$ cat src/include/icm_pkg.sv
/*
  Shared constants and types of the infrared carrier modulator:
  register indices, field positions, reset values and the carrier pair.
  Assumes an 8-bit register port with a 4-bit index.
*/
`default_nettype none

package icm_pkg;

  // ==========================================================
  // Register indices
  typedef logic [3:0] icm_addr_t;
  localparam icm_addr_t ADDR_PRI_HI = 4'h0;
  localparam icm_addr_t ADDR_PRI_LO = 4'h1;
  localparam icm_addr_t ADDR_SEC_HI = 4'h2;
  localparam icm_addr_t ADDR_SEC_LO = 4'h3;
  localparam icm_addr_t ADDR_OUT_CTL = 4'h4;
  localparam icm_addr_t ADDR_MSC = 4'h5;
  localparam icm_addr_t ADDR_MARK_HI = 4'h6;
  localparam icm_addr_t ADDR_MARK_LO = 4'h7;
  localparam icm_addr_t ADDR_SPACE_HI = 4'h8;
  localparam icm_addr_t ADDR_SPACE_LO = 4'h9;

  // ==========================================================
  // Field positions
  localparam int MSC_EN_BIT = 0;
  localparam int MSC_DC_LEVEL_SELECT_BIT = 1;
  localparam int MSC_FSK_BIT = 2;
  localparam int MSC_EXTENDED_SPACE_BIT = 3;
  localparam int MSC_EOCIE_BIT = 4;
  localparam int MSC_END_OF_CYCLE_FLAG_BIT = 7;
  localparam int OUT_LATCH_BIT = 0;

  // ==========================================================
  // Reset values and counts
  localparam logic [7:0] CARRIER_CNT_RST = 8'h01;
  localparam logic [15:0] MOD_VAL_RST = 16'h0000;
  localparam logic [7:0] CNT_RESTART = 8'h01;
  localparam int TICK_DIV = 8;
  localparam logic [2:0] PRESCALE_LAST = 3'(TICK_DIV - 1);

  // ==========================================================
  // Types
  typedef enum logic {ST_IDLE = 1'b0, ST_RUN = 1'b1} icm_state_e;

  typedef struct packed {
    logic [7:0] hi;
    logic [7:0] lo;
  } icm_pair_s;

endpackage

`default_nettype wire

$ cat src/rtl/icm_carrier.sv
/*
  Carrier generator: an 8-bit up counter that times the high and low
  phases from a primary or secondary count pair.
  Assumes counts are non-zero and that run is held while carrier is used.
*/
`timescale 1ns/100ps
`default_nettype none

module icm_carrier
(
  input wire logic clk,
  input wire logic sys_rst,
  input wire logic run,
  input wire logic use_sec,
  input wire icm_pkg::icm_pair_s pri,
  input wire icm_pkg::icm_pair_s sec,
  output logic carrier_q,
  output logic period_end_q
);
  import icm_pkg::*;

  logic [7:0] cnt_q;
  logic sec_q;
  icm_pair_s pair_w;
  logic [7:0] limit_w;
  logic match_w;

  // ==========================================================
  // Compare against the register of the phase in progress
  assign pair_w = sec_q ? sec : pri;
  assign limit_w = carrier_q ? pair_w.hi : pair_w.lo;
  assign match_w = (cnt_q == limit_w);

  // ==========================================================
  // Phase counter; pair swaps only at a period boundary, so no glitch
  always_ff @(posedge clk or posedge sys_rst)
  begin
    if (sys_rst)
    begin
      cnt_q <= CNT_RESTART;
      carrier_q <= 1'b1;
      sec_q <= 1'b0;
      period_end_q <= 1'b0;
    end
    else if (!run)
    begin
      cnt_q <= CNT_RESTART;
      carrier_q <= 1'b1;
      sec_q <= use_sec;
      period_end_q <= 1'b0;
    end
    else if (match_w)
    begin
      cnt_q <= CNT_RESTART;
      carrier_q <= ~carrier_q;
      period_end_q <= ~carrier_q;
      if (!carrier_q)
        sec_q <= use_sec;
    end
    else
    begin
      cnt_q <= cnt_q + 8'h01;
      period_end_q <= 1'b0;
    end
  end
endmodule // icm_carrier

`default_nettype wire

$ cat src/rtl/icm_top.sv
/*
  Infrared carrier modulator: register port, modulator down counter,
  space comparison, mode control and output pin stage.
  Assumes a single 40 MHz clock and a master that never waits.
*/
// Chosen here: the address-and-strobe port and the placing of the registers.
`timescale 1ns/100ps
`default_nettype none

module icm_top
(
  input wire logic clk,
  input wire logic sys_rst,
  input wire icm_pkg::icm_addr_t bus_addr,
  input wire logic [7:0] bus_wdata,
  input wire logic bus_wr,
  input wire logic bus_rd,
  output logic [7:0] bus_rdata_q,
  output logic eoc_irq_q,
  output logic infrared_output_pin_q
);
  import icm_pkg::*;

  // ==========================================================
  // Declarations
  icm_pair_s pri_q;
  icm_pair_s sec_q;
  logic module_enable_q;
  logic dc_level_select_q;
  logic fsk_q;
  logic extended_space_q;
  logic eocie_q;
  logic latch_q;
  logic [15:0] mark_q;
  logic [15:0] space_q;
  logic [16:0] cnt_q;
  logic [15:0] spc_q;
  logic exsp_q;
  logic sec_sel_q;
  logic [2:0] div_q;
  logic end_of_cycle_flag_q;
  logic armed_q;
  icm_state_e state_q;

  logic running_w;
  logic fsk_mode_w;
  logic car_w;
  logic car_end_w;
  logic tick_w;
  logic [16:0] next_cnt_w;
  logic space_hit_w;
  logic reload_w;
  logic start_w;
  logic load_w;
  logic stop_w;
  logic sec_next_w;
  logic gate_w;
  logic mod_w;
  logic pin_d;
  logic clr_w;
  logic end_of_cycle_flag_d;
  logic [7:0] msc_w;
  logic [7:0] rd_mux_w;
  logic wr_pri_hi_w;
  logic wr_pri_lo_w;
  logic wr_sec_hi_w;
  logic wr_sec_lo_w;
  logic wr_out_w;
  logic wr_msc_w;
  logic wr_mark_hi_w;
  logic wr_mark_lo_w;
  logic wr_space_hi_w;
  logic wr_space_lo_w;

  // ==========================================================
  // Write decode
  assign wr_pri_hi_w = bus_wr && (bus_addr == ADDR_PRI_HI);
  assign wr_pri_lo_w = bus_wr && (bus_addr == ADDR_PRI_LO);
  assign wr_sec_hi_w = bus_wr && (bus_addr == ADDR_SEC_HI);
  assign wr_sec_lo_w = bus_wr && (bus_addr == ADDR_SEC_LO);
  assign wr_out_w = bus_wr && (bus_addr == ADDR_OUT_CTL);
  assign wr_msc_w = bus_wr && (bus_addr == ADDR_MSC);
  assign wr_mark_hi_w = bus_wr && (bus_addr == ADDR_MARK_HI);
  assign wr_mark_lo_w = bus_wr && (bus_addr == ADDR_MARK_LO);
  assign wr_space_hi_w = bus_wr && (bus_addr == ADDR_SPACE_HI);
  assign wr_space_lo_w = bus_wr && (bus_addr == ADDR_SPACE_LO);

  // ==========================================================
  // Carrier count pairs; zero counts are the writer's fault
  always_ff @(posedge clk or posedge sys_rst)
  begin
    if (sys_rst)
    begin
      pri_q <= '{hi: CARRIER_CNT_RST, lo: CARRIER_CNT_RST};
      sec_q <= '{hi: CARRIER_CNT_RST, lo: CARRIER_CNT_RST};
    end
    else
    begin
      if (wr_pri_hi_w) pri_q.hi <= bus_wdata;
      if (wr_pri_lo_w) pri_q.lo <= bus_wdata;
      if (wr_sec_hi_w) sec_q.hi <= bus_wdata;
      if (wr_sec_lo_w) sec_q.lo <= bus_wdata;
    end
  end

  // ==========================================================
  // Mode and control bits; mode bits other than extended space are not double buffered
  always_ff @(posedge clk or posedge sys_rst)
  begin
    if (sys_rst)
    begin
      module_enable_q <= 1'b0;
      dc_level_select_q <= 1'b0;
      fsk_q <= 1'b0;
      extended_space_q <= 1'b0;
      eocie_q <= 1'b0;
      latch_q <= 1'b0;
    end
    else
    begin
      if (wr_msc_w)
      begin
        module_enable_q <= bus_wdata[MSC_EN_BIT];
        dc_level_select_q <= bus_wdata[MSC_DC_LEVEL_SELECT_BIT];
        fsk_q <= bus_wdata[MSC_FSK_BIT];
        extended_space_q <= bus_wdata[MSC_EXTENDED_SPACE_BIT];
        eocie_q <= bus_wdata[MSC_EOCIE_BIT];
      end
      if (wr_out_w)
        latch_q <= bus_wdata[OUT_LATCH_BIT];
    end
  end

  // ==========================================================
  // Mark and space buffers, taken at each period load
  always_ff @(posedge clk or posedge sys_rst)
  begin
    if (sys_rst)
    begin
      mark_q <= MOD_VAL_RST;
      space_q <= MOD_VAL_RST;
    end
    else
    begin
      if (wr_mark_hi_w) mark_q[15:8] <= bus_wdata;
      if (wr_mark_lo_w) mark_q[7:0] <= bus_wdata;
      if (wr_space_hi_w) space_q[15:8] <= bus_wdata;
      if (wr_space_lo_w) space_q[7:0] <= bus_wdata;
    end
  end

  // ==========================================================
  // Carrier generator
  assign running_w = (state_q == ST_RUN);
  assign fsk_mode_w = fsk_q && !dc_level_select_q;

  icm_carrier u_carrier
  (
    .clk(clk),
    .sys_rst(sys_rst),
    .run(running_w && !dc_level_select_q),
    .use_sec(sec_next_w),
    .pri(pri_q),
    .sec(sec_q),
    .carrier_q(car_w),
    .period_end_q(car_end_w)
  );

  // ==========================================================
  // Modulator tick and space comparison
  assign tick_w = running_w && (fsk_mode_w ? car_end_w
    : (div_q == PRESCALE_LAST));
  assign next_cnt_w = cnt_q - 17'h00001;
  // Compare the value about to be entered, so zero space matches at once
  assign space_hit_w = next_cnt_w[16]
    && ((~next_cnt_w[15:0]) == spc_q);
  assign reload_w = tick_w && space_hit_w;
  assign start_w = !running_w && module_enable_q;
  assign load_w = start_w || (reload_w && module_enable_q);
  assign stop_w = reload_w && !module_enable_q;
  // Pair for the next carrier period; the carrier latches it one clock
  // before the reload tick, so predict the swap to keep bursts aligned
  assign sec_next_w = start_w ? 1'b0
    : sec_sel_q ^ (fsk_mode_w && module_enable_q && running_w
    && space_hit_w);

  // Prescaler only runs while the modulator is busy, saving toggles
  always_ff @(posedge clk or posedge sys_rst)
  begin
    if (sys_rst)
      div_q <= 3'h0;
    else if (!running_w)
      div_q <= 3'h0;
    else
      div_q <= div_q + 3'h1;
  end

  // ==========================================================
  // Down counter, space register and period state
  always_ff @(posedge clk or posedge sys_rst)
  begin
    if (sys_rst)
    begin
      state_q <= ST_IDLE;
      cnt_q <= 17'h00000;
      spc_q <= MOD_VAL_RST;
      exsp_q <= 1'b0;
      sec_sel_q <= 1'b0;
    end
    else if (load_w)
    begin
      state_q <= ST_RUN;
      cnt_q <= {1'b0, mark_q};
      spc_q <= space_q;
      exsp_q <= extended_space_q;
      if (start_w)
        sec_sel_q <= 1'b0;
      else if (fsk_mode_w)
        sec_sel_q <= ~sec_sel_q;
    end
    else if (stop_w)
      state_q <= ST_IDLE;
    else if (tick_w)
      cnt_q <= next_cnt_w;
  end

  // ==========================================================
  // Gate and output stage
  assign gate_w = !cnt_q[16] && !exsp_q;
  assign mod_w = gate_w && (dc_level_select_q || car_w);
  assign pin_d = running_w ? mod_w : latch_q;

  always_ff @(posedge clk or posedge sys_rst)
  begin
    if (sys_rst)
      infrared_output_pin_q <= 1'b0;
    else
      infrared_output_pin_q <= pin_d;
  end

  // ==========================================================
  // End-of-cycle flag: status read arms, data low byte access clears
  assign clr_w = armed_q && (bus_wr || bus_rd)
    && ((bus_addr == ADDR_MARK_LO) || (bus_addr == ADDR_SPACE_LO));
  // A set in the clearing cycle wins, so no period end is lost
  assign end_of_cycle_flag_d = load_w || (end_of_cycle_flag_q && !clr_w);

  always_ff @(posedge clk or posedge sys_rst)
  begin
    if (sys_rst)
    begin
      end_of_cycle_flag_q <= 1'b0;
      armed_q <= 1'b0;
      eoc_irq_q <= 1'b0;
    end
    else
    begin
      end_of_cycle_flag_q <= end_of_cycle_flag_d;
      if (bus_rd && (bus_addr == ADDR_MSC))
        armed_q <= 1'b1;
      else if (clr_w)
        armed_q <= 1'b0;
      eoc_irq_q <= end_of_cycle_flag_d && eocie_q;
    end
  end

  // ==========================================================
  // Read mux; unmapped indices read zero
  always_comb
  begin
    msc_w = 8'h00;
    msc_w[MSC_EN_BIT] = module_enable_q;
    msc_w[MSC_DC_LEVEL_SELECT_BIT] = dc_level_select_q;
    msc_w[MSC_FSK_BIT] = fsk_q;
    msc_w[MSC_EXTENDED_SPACE_BIT] = extended_space_q;
    msc_w[MSC_EOCIE_BIT] = eocie_q;
    msc_w[MSC_END_OF_CYCLE_FLAG_BIT] = end_of_cycle_flag_q;
  end

  assign rd_mux_w =
    (bus_addr == ADDR_PRI_HI) ? pri_q.hi :
    (bus_addr == ADDR_PRI_LO) ? pri_q.lo :
    (bus_addr == ADDR_SEC_HI) ? sec_q.hi :
    (bus_addr == ADDR_SEC_LO) ? sec_q.lo :
    (bus_addr == ADDR_OUT_CTL) ? {7'h00, latch_q} :
    (bus_addr == ADDR_MSC) ? msc_w :
    (bus_addr == ADDR_MARK_HI) ? mark_q[15:8] :
    (bus_addr == ADDR_MARK_LO) ? mark_q[7:0] :
    (bus_addr == ADDR_SPACE_HI) ? space_q[15:8] :
    (bus_addr == ADDR_SPACE_LO) ? space_q[7:0] : 8'h00;

  // Data stand only in the cycle after the strobe
  always_ff @(posedge clk or posedge sys_rst)
  begin
    if (sys_rst)
      bus_rdata_q <= 8'h00;
    else
      bus_rdata_q <= bus_rd ? rd_mux_w : 8'h00;
  end
endmodule // icm_top

`default_nettype wire

$ cat config.mk
export PLATFORM = sky130hd
export DESIGN_NAME = icm_top
export DESIGN_NICKNAME = d
export VERILOG_FILES = /design/src/include/icm_pkg.sv /design/src/rtl/icm_carrier.sv /design/src/rtl/icm_top.sv
export SDC_FILE = /design/constraint.sdc
export NUM_CORES = 1
export LEC_CHECK = 0
export BUFFER_PORTS_ARGS = -buffer_cell sky130_fd_sc_hd__buf_2
export CAP_MARGIN = 20
export CORE_MARGIN = 1.5
export CORE_UTILIZATION = 35
export CTS_CLUSTER_DIAMETER = 80
export DETAILED_ROUTE_END_ITERATION = 8
export PLACE_DENSITY = 0.49
export SETUP_SLACK_MARGIN = 0.4
export SLEW_MARGIN = 20
export SYNTH_ARGS = -nofsm -noshare
export SYNTH_HDL_FRONTEND = slang
export SYNTH_SLANG_ARGS = --single-unit
$ cat constraint.sdc
create_clock -name clk -period 5.2 [get_ports clk]
set_clock_uncertainty 0.2 [all_clocks]
set_input_delay 0.78 -clock clk [delete_from_list [all_inputs] [get_ports clk]]
set_output_delay 0.78 -clock clk [all_outputs]
set_load 0.005 [all_outputs]
; ---- Word-level counts from Yosys, hierarchy flattened
; Index checks and enable logic that the tools add are counted.
[word_totals]
ff_bits = 132
inputBits = 16
out_inout_bits = 10
elab_cells = 133
[classes]
add_sub_neg = 3
n_eq_ne = 15
mux = 35
n_bitwise = 4
n_reduce_logical = 47
[ops]
columns = operator, count
row1 = 8-bit 2-to-1 mux, 14
row2 = 17-bit 2-to-1 mux, 3
row3 = 1-bit logical AND, 28
row4 = 17-bit by 1-bit subtractor with 17-bit output (second input constant), 1
row5 = 16-bit == test, 1
row6 = 4-bit by 3-bit == test with 1-bit output (second input constant), 4
row7 = 1-bit 2-to-1 mux, 16
row8 = 16-bit 2-to-1 mux, 1
row9 = 16-bit NOT, 1
row10 = 8-bit by 1-bit adder with 8-bit output (second input constant), 1
row11 = 4-bit by 2-bit == test with 1-bit output (second input constant), 2
row12 = 4-bit == test (second input constant), 2
row13 = 8-bit == test, 1
row14 = 2-bit nonzero test, 4
row15 = 1-bit logical NOT, 6
row16 = 2-bit inequality test (second input constant), 3
row17 = 2-bit AND reduction, 3
row18 = 1-bit logical OR, 5
row19 = 4-bit by 1-bit == test with 1-bit output (second input constant), 1
row20 = 4-bit logical NOT, 1
row21 = 3-bit by 1-bit adder with 3-bit output (second input constant), 1
row22 = 3-bit == test (second input constant), 1
row23 = 3-bit 2-to-1 mux, 1
row24 = 1-bit NOT, 2
row25 = 1-bit XOR, 1

; ---- Longest topological paths before layout
; Gate-level depths: netlist of run 1.
[depth]
depth_word = 12
mapped_depth = 13
mapped_depth_nobuf = 10

; ---- By module
; Synthesis of run 1 repeated with hierarchy kept, for this count alone.
[hier_totals]
cells_unflattened = 642
area_unflattened_um2 = 6935.4
[by_module_without_submodules]
columns = module, n_inst, cells_each, area_each_um2, seq_area_each_um2
row1 = icm_top, 1, 579, 6182.2, 3032.9
row2 = icm_carrier, 1, 63, 753.2, 277.8

; ---- Worst setup path before layout of run 1
; OpenSTA, ideal clock, no wires.
[synth_path]
kind = register to register
start = register cnt_q[8]
end = register cnt_q[3]
setup_ps = 65
arrival_time_ps = 2963
required_ps = 4935
path_slack_ps = 1972
path_stages_with_launch = 11
period_less_slack_ps = 3228
cell_sequence = dfrtp_1 buf_6 or4_4 or4_1 a211o_1 a221oi_2 nand4b_2 buf_6 a21boi_4 a2111oi_4 o21a_1
[synth_between]
elab_chain_len = 9
elab_cells_between_ends = 12
cone_classes = add/sub (1) / eq/ne (2) / mux (1) / bitwise (1) / reduce/logical (7)
[synth_lines]
columns = item, line_no
row1 = "start, declared", icm_top.sv:36  ; logic [16:0] cnt_q;
row2 = "start signal, assigned", icm_top.sv:213  ; cnt_q <= {1'b0, mark_q};
row3 = "start signal, assigned", icm_top.sv:224  ; cnt_q <= next_cnt_w;
row4 = 17-bit by 1-bit subtractor with 17-bit output (*), icm_top.sv:173  ; assign next_cnt_w = cnt_q - 17'h00001;
row5 = 16-bit NOT, icm_top.sv:176  ; && ((~next_cnt_w[15:0]) == spc_q);
row6 = 16-bit == test, icm_top.sv:176
row7 = 1-bit logical AND (*), icm_top.sv:176
row8 = 1-bit logical AND (*), icm_top.sv:177  ; assign reload_w = tick_w && space_hit_w;
row9 = 1-bit logical AND, icm_top.sv:179  ; assign load_w = start_w || (reload_w && module_enable_q);
row10 = 1-bit logical OR, icm_top.sv:179
row11 = 2-bit inequality test (no source line) / 2-bit nonzero test (equally long branches), -
row12 = 2-bit AND reduction (no source line), -
; Mark *: on every way between the ends. The rest lies on a longest branch, timed or not.
; A chain may end at the register's enable or synchronous reset.

; ---- Worst setup path in the final report of run 1
[layout_path]
start = register cnt_q[0]
end = register cnt_q[6]
[layout_between]
elab_chain_len = 9
elab_cells_between_ends = 14
cone_classes = add/sub (1) / eq/ne (2) / mux (3) / bitwise (1) / reduce/logical (7)
[layout_lines]
columns = item, line_no
row1 = 17-bit by 1-bit subtractor with 17-bit output (*), icm_top.sv:173
row2 = 16-bit NOT, icm_top.sv:176
row3 = 16-bit == test, icm_top.sv:176
row4 = 1-bit logical AND, icm_top.sv:176
row5 = 1-bit logical AND, icm_top.sv:177
row6 = 1-bit logical AND, icm_top.sv:179
row7 = 1-bit logical OR, icm_top.sv:179
row8 = 2-bit inequality test (no source line) / 2-bit nonzero test (equally long branches), -
row9 = 2-bit AND reduction (no source line), -
; Mark *: on every way between the ends. The rest lies on a longest branch, timed or not. The select of a mux whose other input is x is not followed.

==> results.ini, run 1 <==
[status]
status = completed

[min_path]
hold_start = div_q[0]
worstHoldEndpoint = div_q[0]
hold_class = flip-flop to flip-flop
hold_path_depth = 1

[clocking]
cts.repair.resized = 0
clock_path_buffers = 2
cts_buffers = 17
h-tree-depth = 4
tritoncts = built
clk_pin_slew_ns = 0.06
cts_root_buf = clkbuf_16
cts_hold_buf = 0
clkLatencyLatePin_ns = 0.43
cts_sinks = 132
cts_setup_buffers = 0

[sta]
slew_violations = 0
max_freq_mhz = 251
finalCriticalPeriod_ns = 3.98
rsz0062_at_grt = no
finalSetupTns_ns = 0
relSlewSlack = 0.280
finalWorstSetupSlack_ns = 1.22
finalCritPeriodShare = 0.766
finalHoldViolCount = 0
tightest_slew_ns = 1.07
finalSetupViolCount = 0

[synthesis]
yosys.area.top_type_share = 0.442
syn_nets = 720
yosys_warnings = 0
yosysSeqAreaShare = 0.464
synth_area_leaders = dfrtp_1 44%, mux2_2 11%, nand2_1 4.2%, o21ai_0 2.9%, nor2_1 2.7%
syn_area_mm2 = 0.00714
ys_async_sr_fraction = 1.00
synth_top_cell_by_area = dfrtp_1
synth_ff_type = dfrtp_1
synth.distinct_cells = 68
syn_area_per_cell_um2 = 10.2
synth_cells = 700
ys_top_cells_by_count = 126 x dfrtp_1, 80 x nand2_1, 69 x mux2_2
synth-edff-count = 0
post-synth-top-count-cell = dfrtp_1
ys_ff_latch = 132

[grt]
antenna_found_initial = 0
grt_use_met2 = 0.300
grt_max_degree = 93
met3_usage = 0.0301
first_global_vias = 5522
track_usage = 0.195
grt_pass1_wl_um = 31700
busiest_layer = met2
overflow = 0
use_met1 = 0.282

[placed_design]
numPortBuffers = 25
hpwlAfterDp_um = 14000
gp_congestion = 0.865
pre_cts_ws_ns = 1.22

[cells_and_area]
syn2layout_area_growth_pct = 13.3
nets = 730
fillers = 1988
diodes = 0
drive_gt1_frac = 0.228

[critical_path]
cp.required_ns = 5.31
r2r_end = cnt_q[6]
critPathLaunchType = flip-flop
reg2reg_slack_ns = 1.22
arrival_ns = 4.10
rr_worst_depth = 10
end_kind = flip-flop
critical_path_class = flip-flop to flip-flop
r2r-start = cnt_q[0]
path_max_fanout = 21

[routing]
drt_iter0_drc = 497
first_pass_iters = 5
drc = 0
routed_via_density = 5.54
num_vias = 5504
wl_um = 19900
post_drt_wl_per_cell_um = 20.0
antenna_left = 0

[floorplan]
die-height_um = 146
die_w_um = 146
start_util = 0.355
coreArea_mm2 = 0.0201
fp.dieArea_mm2 = 0.0213
io_pins = 26
rows = 52

[pwr]
vdd_drop_max_uv = 240
power_density_mw_per_mm2 = 463
p_leak_nw = 3.45

[job]
maxCapViolCount = 0

cell families (layout without fill, tap and decap cells):
kind of cell | after synthesis | in the layout | synth area share
simple gates | 255 | 255 | 0.179
compound gates | 141 | 141 | 0.138
flops | 132 | 132 | 0.464
mux | 83 | 83 | 0.142
buf+inv | 53 | 76 | 0.0307
xor+xnor | 32 | 32 | 0.0393
fa+ha+maj | 4 | 4 | 0.00701
sequential cells by signal, indices dropped and copies added, names as in the netlist, 3 cells and up:
name             cells
pri_q               16
u_carrier.cnt_q      8
spc_q               16
bus_rdata_q          8
space_q             16
mark_q              16
sec_q               16
cnt_q               17
div_q                3
where the power goes:
part           internal [mW]  leakage (nW)  total, mW  switching, mW
combinational          0.470          1.53      0.971          0.501
clock                  0.685         0.277       1.19          0.501
sequential              1.28          1.65       1.59          0.307
worst max-delay path, cell delays in order (launching register included):
cell,delay [ns]
dfrtp_1,0.49
inv_1,0.12
ha_1,0.25
nor3b_1,0.64
nand2_1,0.26
a211o_1,0.32
a221oi_2,0.24
nand4b_2,0.15
o21ai_2,0.82
nor3_1,0.10
a211oi_1,0.29
routing by layer:
layer	routed length [um]	vias up
met1	9710	2784
met3	658	18
li1	-	2573
met4	276	0
met5	0	-
met2	9230	129
layout by cell type (no fill, tap or decap), types with 4 or more instances in the layout:
cell type,count
nor3b_1,4
or3_1,5
nand4_1,8
mux2i_1,6
nor4_1,9
a22oi_1,10
ha_1,4
buf_2,25
inv_6,8
dfstp_2,6
clkbuf_16,17
xor2_1,13
buf_4,9
inv_1,9
dfrtp_1,126
o21ai_0,42
nand2_1,80
o31ai_1,4
xnor2_1,19
nor3_1,20
and3_1,8
nor2b_1,6
a21oi_1,18
a21boi_0,10
o21a_1,4
nor2_1,52
and2_1,6
o311ai_0,5
nand2b_1,12
nand3_1,24
a211oi_1,6
a31oi_1,8
mux2_2,69
mux4_2,8
cell type report:
class	count	area, um2	area share
clock buffers	18	439	0.0543
clock inverters	14	143	0.0176
inverters	10	42.5	0.00526
multi-input cells	515	3620	0.448
flip-flops and latches	132	3310	0.409
well taps	270	338	0.0418
repair buffers	34	193	0.0238
worst max path at each step:
stage,startpoint,end
2_1_floorplan,sys_rst,armed_q
3_3_place_gp,cnt_q[0],spc_q[1]
3_5_place_dp,cnt_q[0],cnt_q[6]
4_1_cts,cnt_q[0],cnt_q[6]
5_1_grt,cnt_q[0],cnt_q[8]
6_report,cnt_q[0],cnt_q[6]
per-stage QoR:
step / hold slack (ns) / utilization / area (um2) / std cells / total power, mW
after floorplan: 0.203 / - / 7140 / 700 / 2.26
after global placement: 0.215 / 0.373 / 7500 / 961 / 2.54
after detailed placement: 0.225 / 0.373 / 7500 / 961 / 2.57
after CTS: 0.234 / 0.402 / 8090 / 993 / 3.76
after global routing: 0.249 / 0.402 / 8090 / 993 / 3.97
final: 0.228 / 0.402 / 8090 / 993 / 3.74
Power figures use the tool's default switching activity.
==> run 2, diff against run 1 <==
--- a/config.mk
+++ b/config.mk
@@ -11,7 +11,7 @@
 export CORE_UTILIZATION = 35
 export CTS_CLUSTER_DIAMETER = 80
 export DETAILED_ROUTE_END_ITERATION = 8
-export PLACE_DENSITY = 0.49
+export PLACE_DENSITY = 0.51
 export SETUP_SLACK_MARGIN = 0.4
 export SLEW_MARGIN = 20
 export SYNTH_ARGS = -nofsm -noshare
==> constraint.sdc (replaced) <==
create_clock -name clk -period 3.2 [get_ports clk]
set_clock_uncertainty 0.2 [all_clocks]
set_input_delay 0.48 -clock clk [delete_from_list [all_inputs] [get_ports clk]]
set_output_delay 0.48 -clock clk [all_outputs]
set_load 0.005 [all_outputs]
==> results.ini, run 2 (synthesis results as in run 1) <==
[critical_path]
critical_path_class = flip-flop to flip-flop
rr_worst_depth = 9  ; -1
cp_cell_sequence = or4_4, or4_1, a211o_1, a221oi_4, nand4b_4, buf_6, buf_8, o311a_1, o21a_1
slowest_stage = or4_4
end_kind = flip-flop
cpLargestDelayFamily = simple AND/OR/NAND/NOR gates
cp.required_ns = 3.32  ; -1.99 ns
slowest_delay_ns = 0.54  ; -0.28 ns
path_max_fanout = 6  ; -71%
cp_num_cells = 9  ; -1
worstSetupStartpoint = cnt_q[10]
r2r-start = cnt_q[10]
path_buf_inv = 2  ; +1
arrival_ns = 3.33  ; -0.77 ns
critPathLaunchType = flip-flop

[clocking]
tritoncts = built
cts_root_buf = clkbuf_16
cts_buffers = 17  ; unchanged
clk_pin_slew_ns = 0.06  ; about the same
clkLatencyLatePin_ns = 0.43  ; about the same
h-tree-depth = 4  ; unchanged
clock_path_buffers = 2  ; unchanged
cts_sinks = 132  ; unchanged

[job]
maxCapViolCount = 0  ; unchanged

[cells_and_area]
nets = 794  ; +8.8%
diodes = 0  ; unchanged
regMostFlops = cnt_q
final_area_mm2 = 0.00905  ; +12%
syn2layout_area_growth_pct = 26.7
drive_gt1_frac = 0.347  ; +0.119
fillers = 1873  ; -5.8%
final_common_cell = dfrtp_1
fin_util = 0.450  ; +0.0479
final_cells = 1057  ; +6.4%
layout_common_cells = 125 x dfrtp_1, 71 x nand2_1, 69 x mux2_2, 54 x buf_4, 46 x nor2_1
largest_register_ffs = 17  ; unchanged

[grt]
grt_pass1_wl_um = 34000  ; +7.4%
first_global_vias = 6053  ; +9.6%
grt_max_degree = 54  ; -42%
track_usage = 0.208  ; +0.0133
overflow = 0  ; unchanged
antenna_found_initial = 0  ; unchanged

[routing]
routed_via_density = 5.61  ; +1.2%
post_drt_wl_per_cell_um = 20.2  ; +1.2%
first_pass_iters = 5  ; unchanged
drt_iter0_drc = 400  ; -20%
wl_um = 21400  ; +7.7%
antenna_left = 0  ; unchanged
drc = 0  ; unchanged
num_vias = 5929  ; +7.7%

[pwr]
power_frac_comb = 0.325  ; +0.066
seq_power_share = 0.373  ; -0.051
vdd_drop_max_uv = 425  ; +77%
switching_share = 0.337  ; -0.0127
p_int_mw = 4.41  ; +81%
p_switching_mw = 2.24  ; +71%
p_leak_nw = 3.92  ; +13%
totalPowerFinal_mw = 6.66  ; +78%
clockPowerShare = 0.302  ; -0.015
power_density_mw_per_mm2 = 736  ; +59%

[floorplan]
coreArea_mm2 = 0.0201  ; unchanged
rows = 52  ; unchanged
die_w_um = 146  ; unchanged
fp.dieArea_mm2 = 0.0213  ; unchanged
start_util = 0.355  ; unchanged
io_pins = 26  ; unchanged
die-height_um = 146  ; unchanged

[min_path]
hold_class = input pin to flip-flop
hold_start = bus_rd
hold_path_depth = 2  ; +1

[placed_design]
gp_congestion = 0.884  ; +2.2%
place_inst = 1012  ; +5.3%
dpl_cell_area_mm2 = 0.00793  ; +5.6%
numPortBuffers = 25  ; unchanged
pre_cts_ws_ns = -0.0948  ; -1.31 ns
hpwlAfterDp_um = 15000  ; +7.3%

[sta]
rsz0062_at_grt = yes
relSlewSlack = 0.496  ; +0.216
max_freq_mhz = 311  ; +24%
finalHoldViolCount = 0  ; unchanged
finalWorstSetupSlack_ns = -0.0149  ; -1.23 ns
finalCritPeriodShare = 1.00  ; +0.239
finalSetupViolCount = 2  ; +2
slew_violations = 0  ; unchanged
timing.hold.ws_ns = 0.203  ; -0.0252 ns
finalSetupTns_ns = -0.0228  ; -0.0228 ns
tightest_slew_ns = 0.755  ; -0.316 ns
finalCriticalPeriod_ns = 3.21  ; -0.766 ns

[status]
failed_checks = setup timing
status = finished, violations left

-- run 2: cell type report --
class / count / area, um2 / share of cell area
clock buffer: 21 / 460 / 0.0509
clock inverter: 11 / 150 / 0.0166
inverter: 10 / 41.3 / 0.00456
multi-input combinational: 515 / 3930 / 0.434
sequential: 132 / 3310 / 0.366
tap: 270 / 338 / 0.0373
timing repair buffer: 98 / 817 / 0.0903
-- run 2: worst paths after layout --
path / endpoint / slack (ns)
max reg2reg: cnt_q[7] / -0.01
min in group asynchronous: u_carrier.cnt_q[1] / 0.53
max in group asynchronous: cnt_q[8] / 1.53
min: bus_rdata_q[7] / 0.20
max: cnt_q[7] / -0.01
min reg2reg: div_q[0] / 0.23
-- run 2: timing repair --
action	CTS	global route
gates cloned	0	3
resized for setup	39	47
hold buffers	1	0
buffers inserted	5	4
hold endpoints to repair	6	0
endpoints found under the setup margin	39	41
pin swaps	13	33
-- run 2: power by group through the flow --
stage | registers, mW | clock network (mW) | logic, mW
after floorplan | 2.33 | 0 | 1.37
after global placement | 2.46 | 0 | 1.92
after detailed placement | 2.48 | 0 | 1.97
after CTS | 2.46 | 2.05 | 2.03
after global routing | 2.54 | 2.13 | 2.36
final | 2.48 | 2.01 | 2.17
-- run 2: metal layers --
metal  share of wire  GRT usage  routed length, um  vias to the layer above
li1                -          -                  -                     2701
met1            0.47      0.290              10100                     3052
met2            0.47      0.321              10000                      145
met3           0.041     0.0392                873                       31
met4           0.021     0.0806                447                        0
met5               0          0                  0                        -
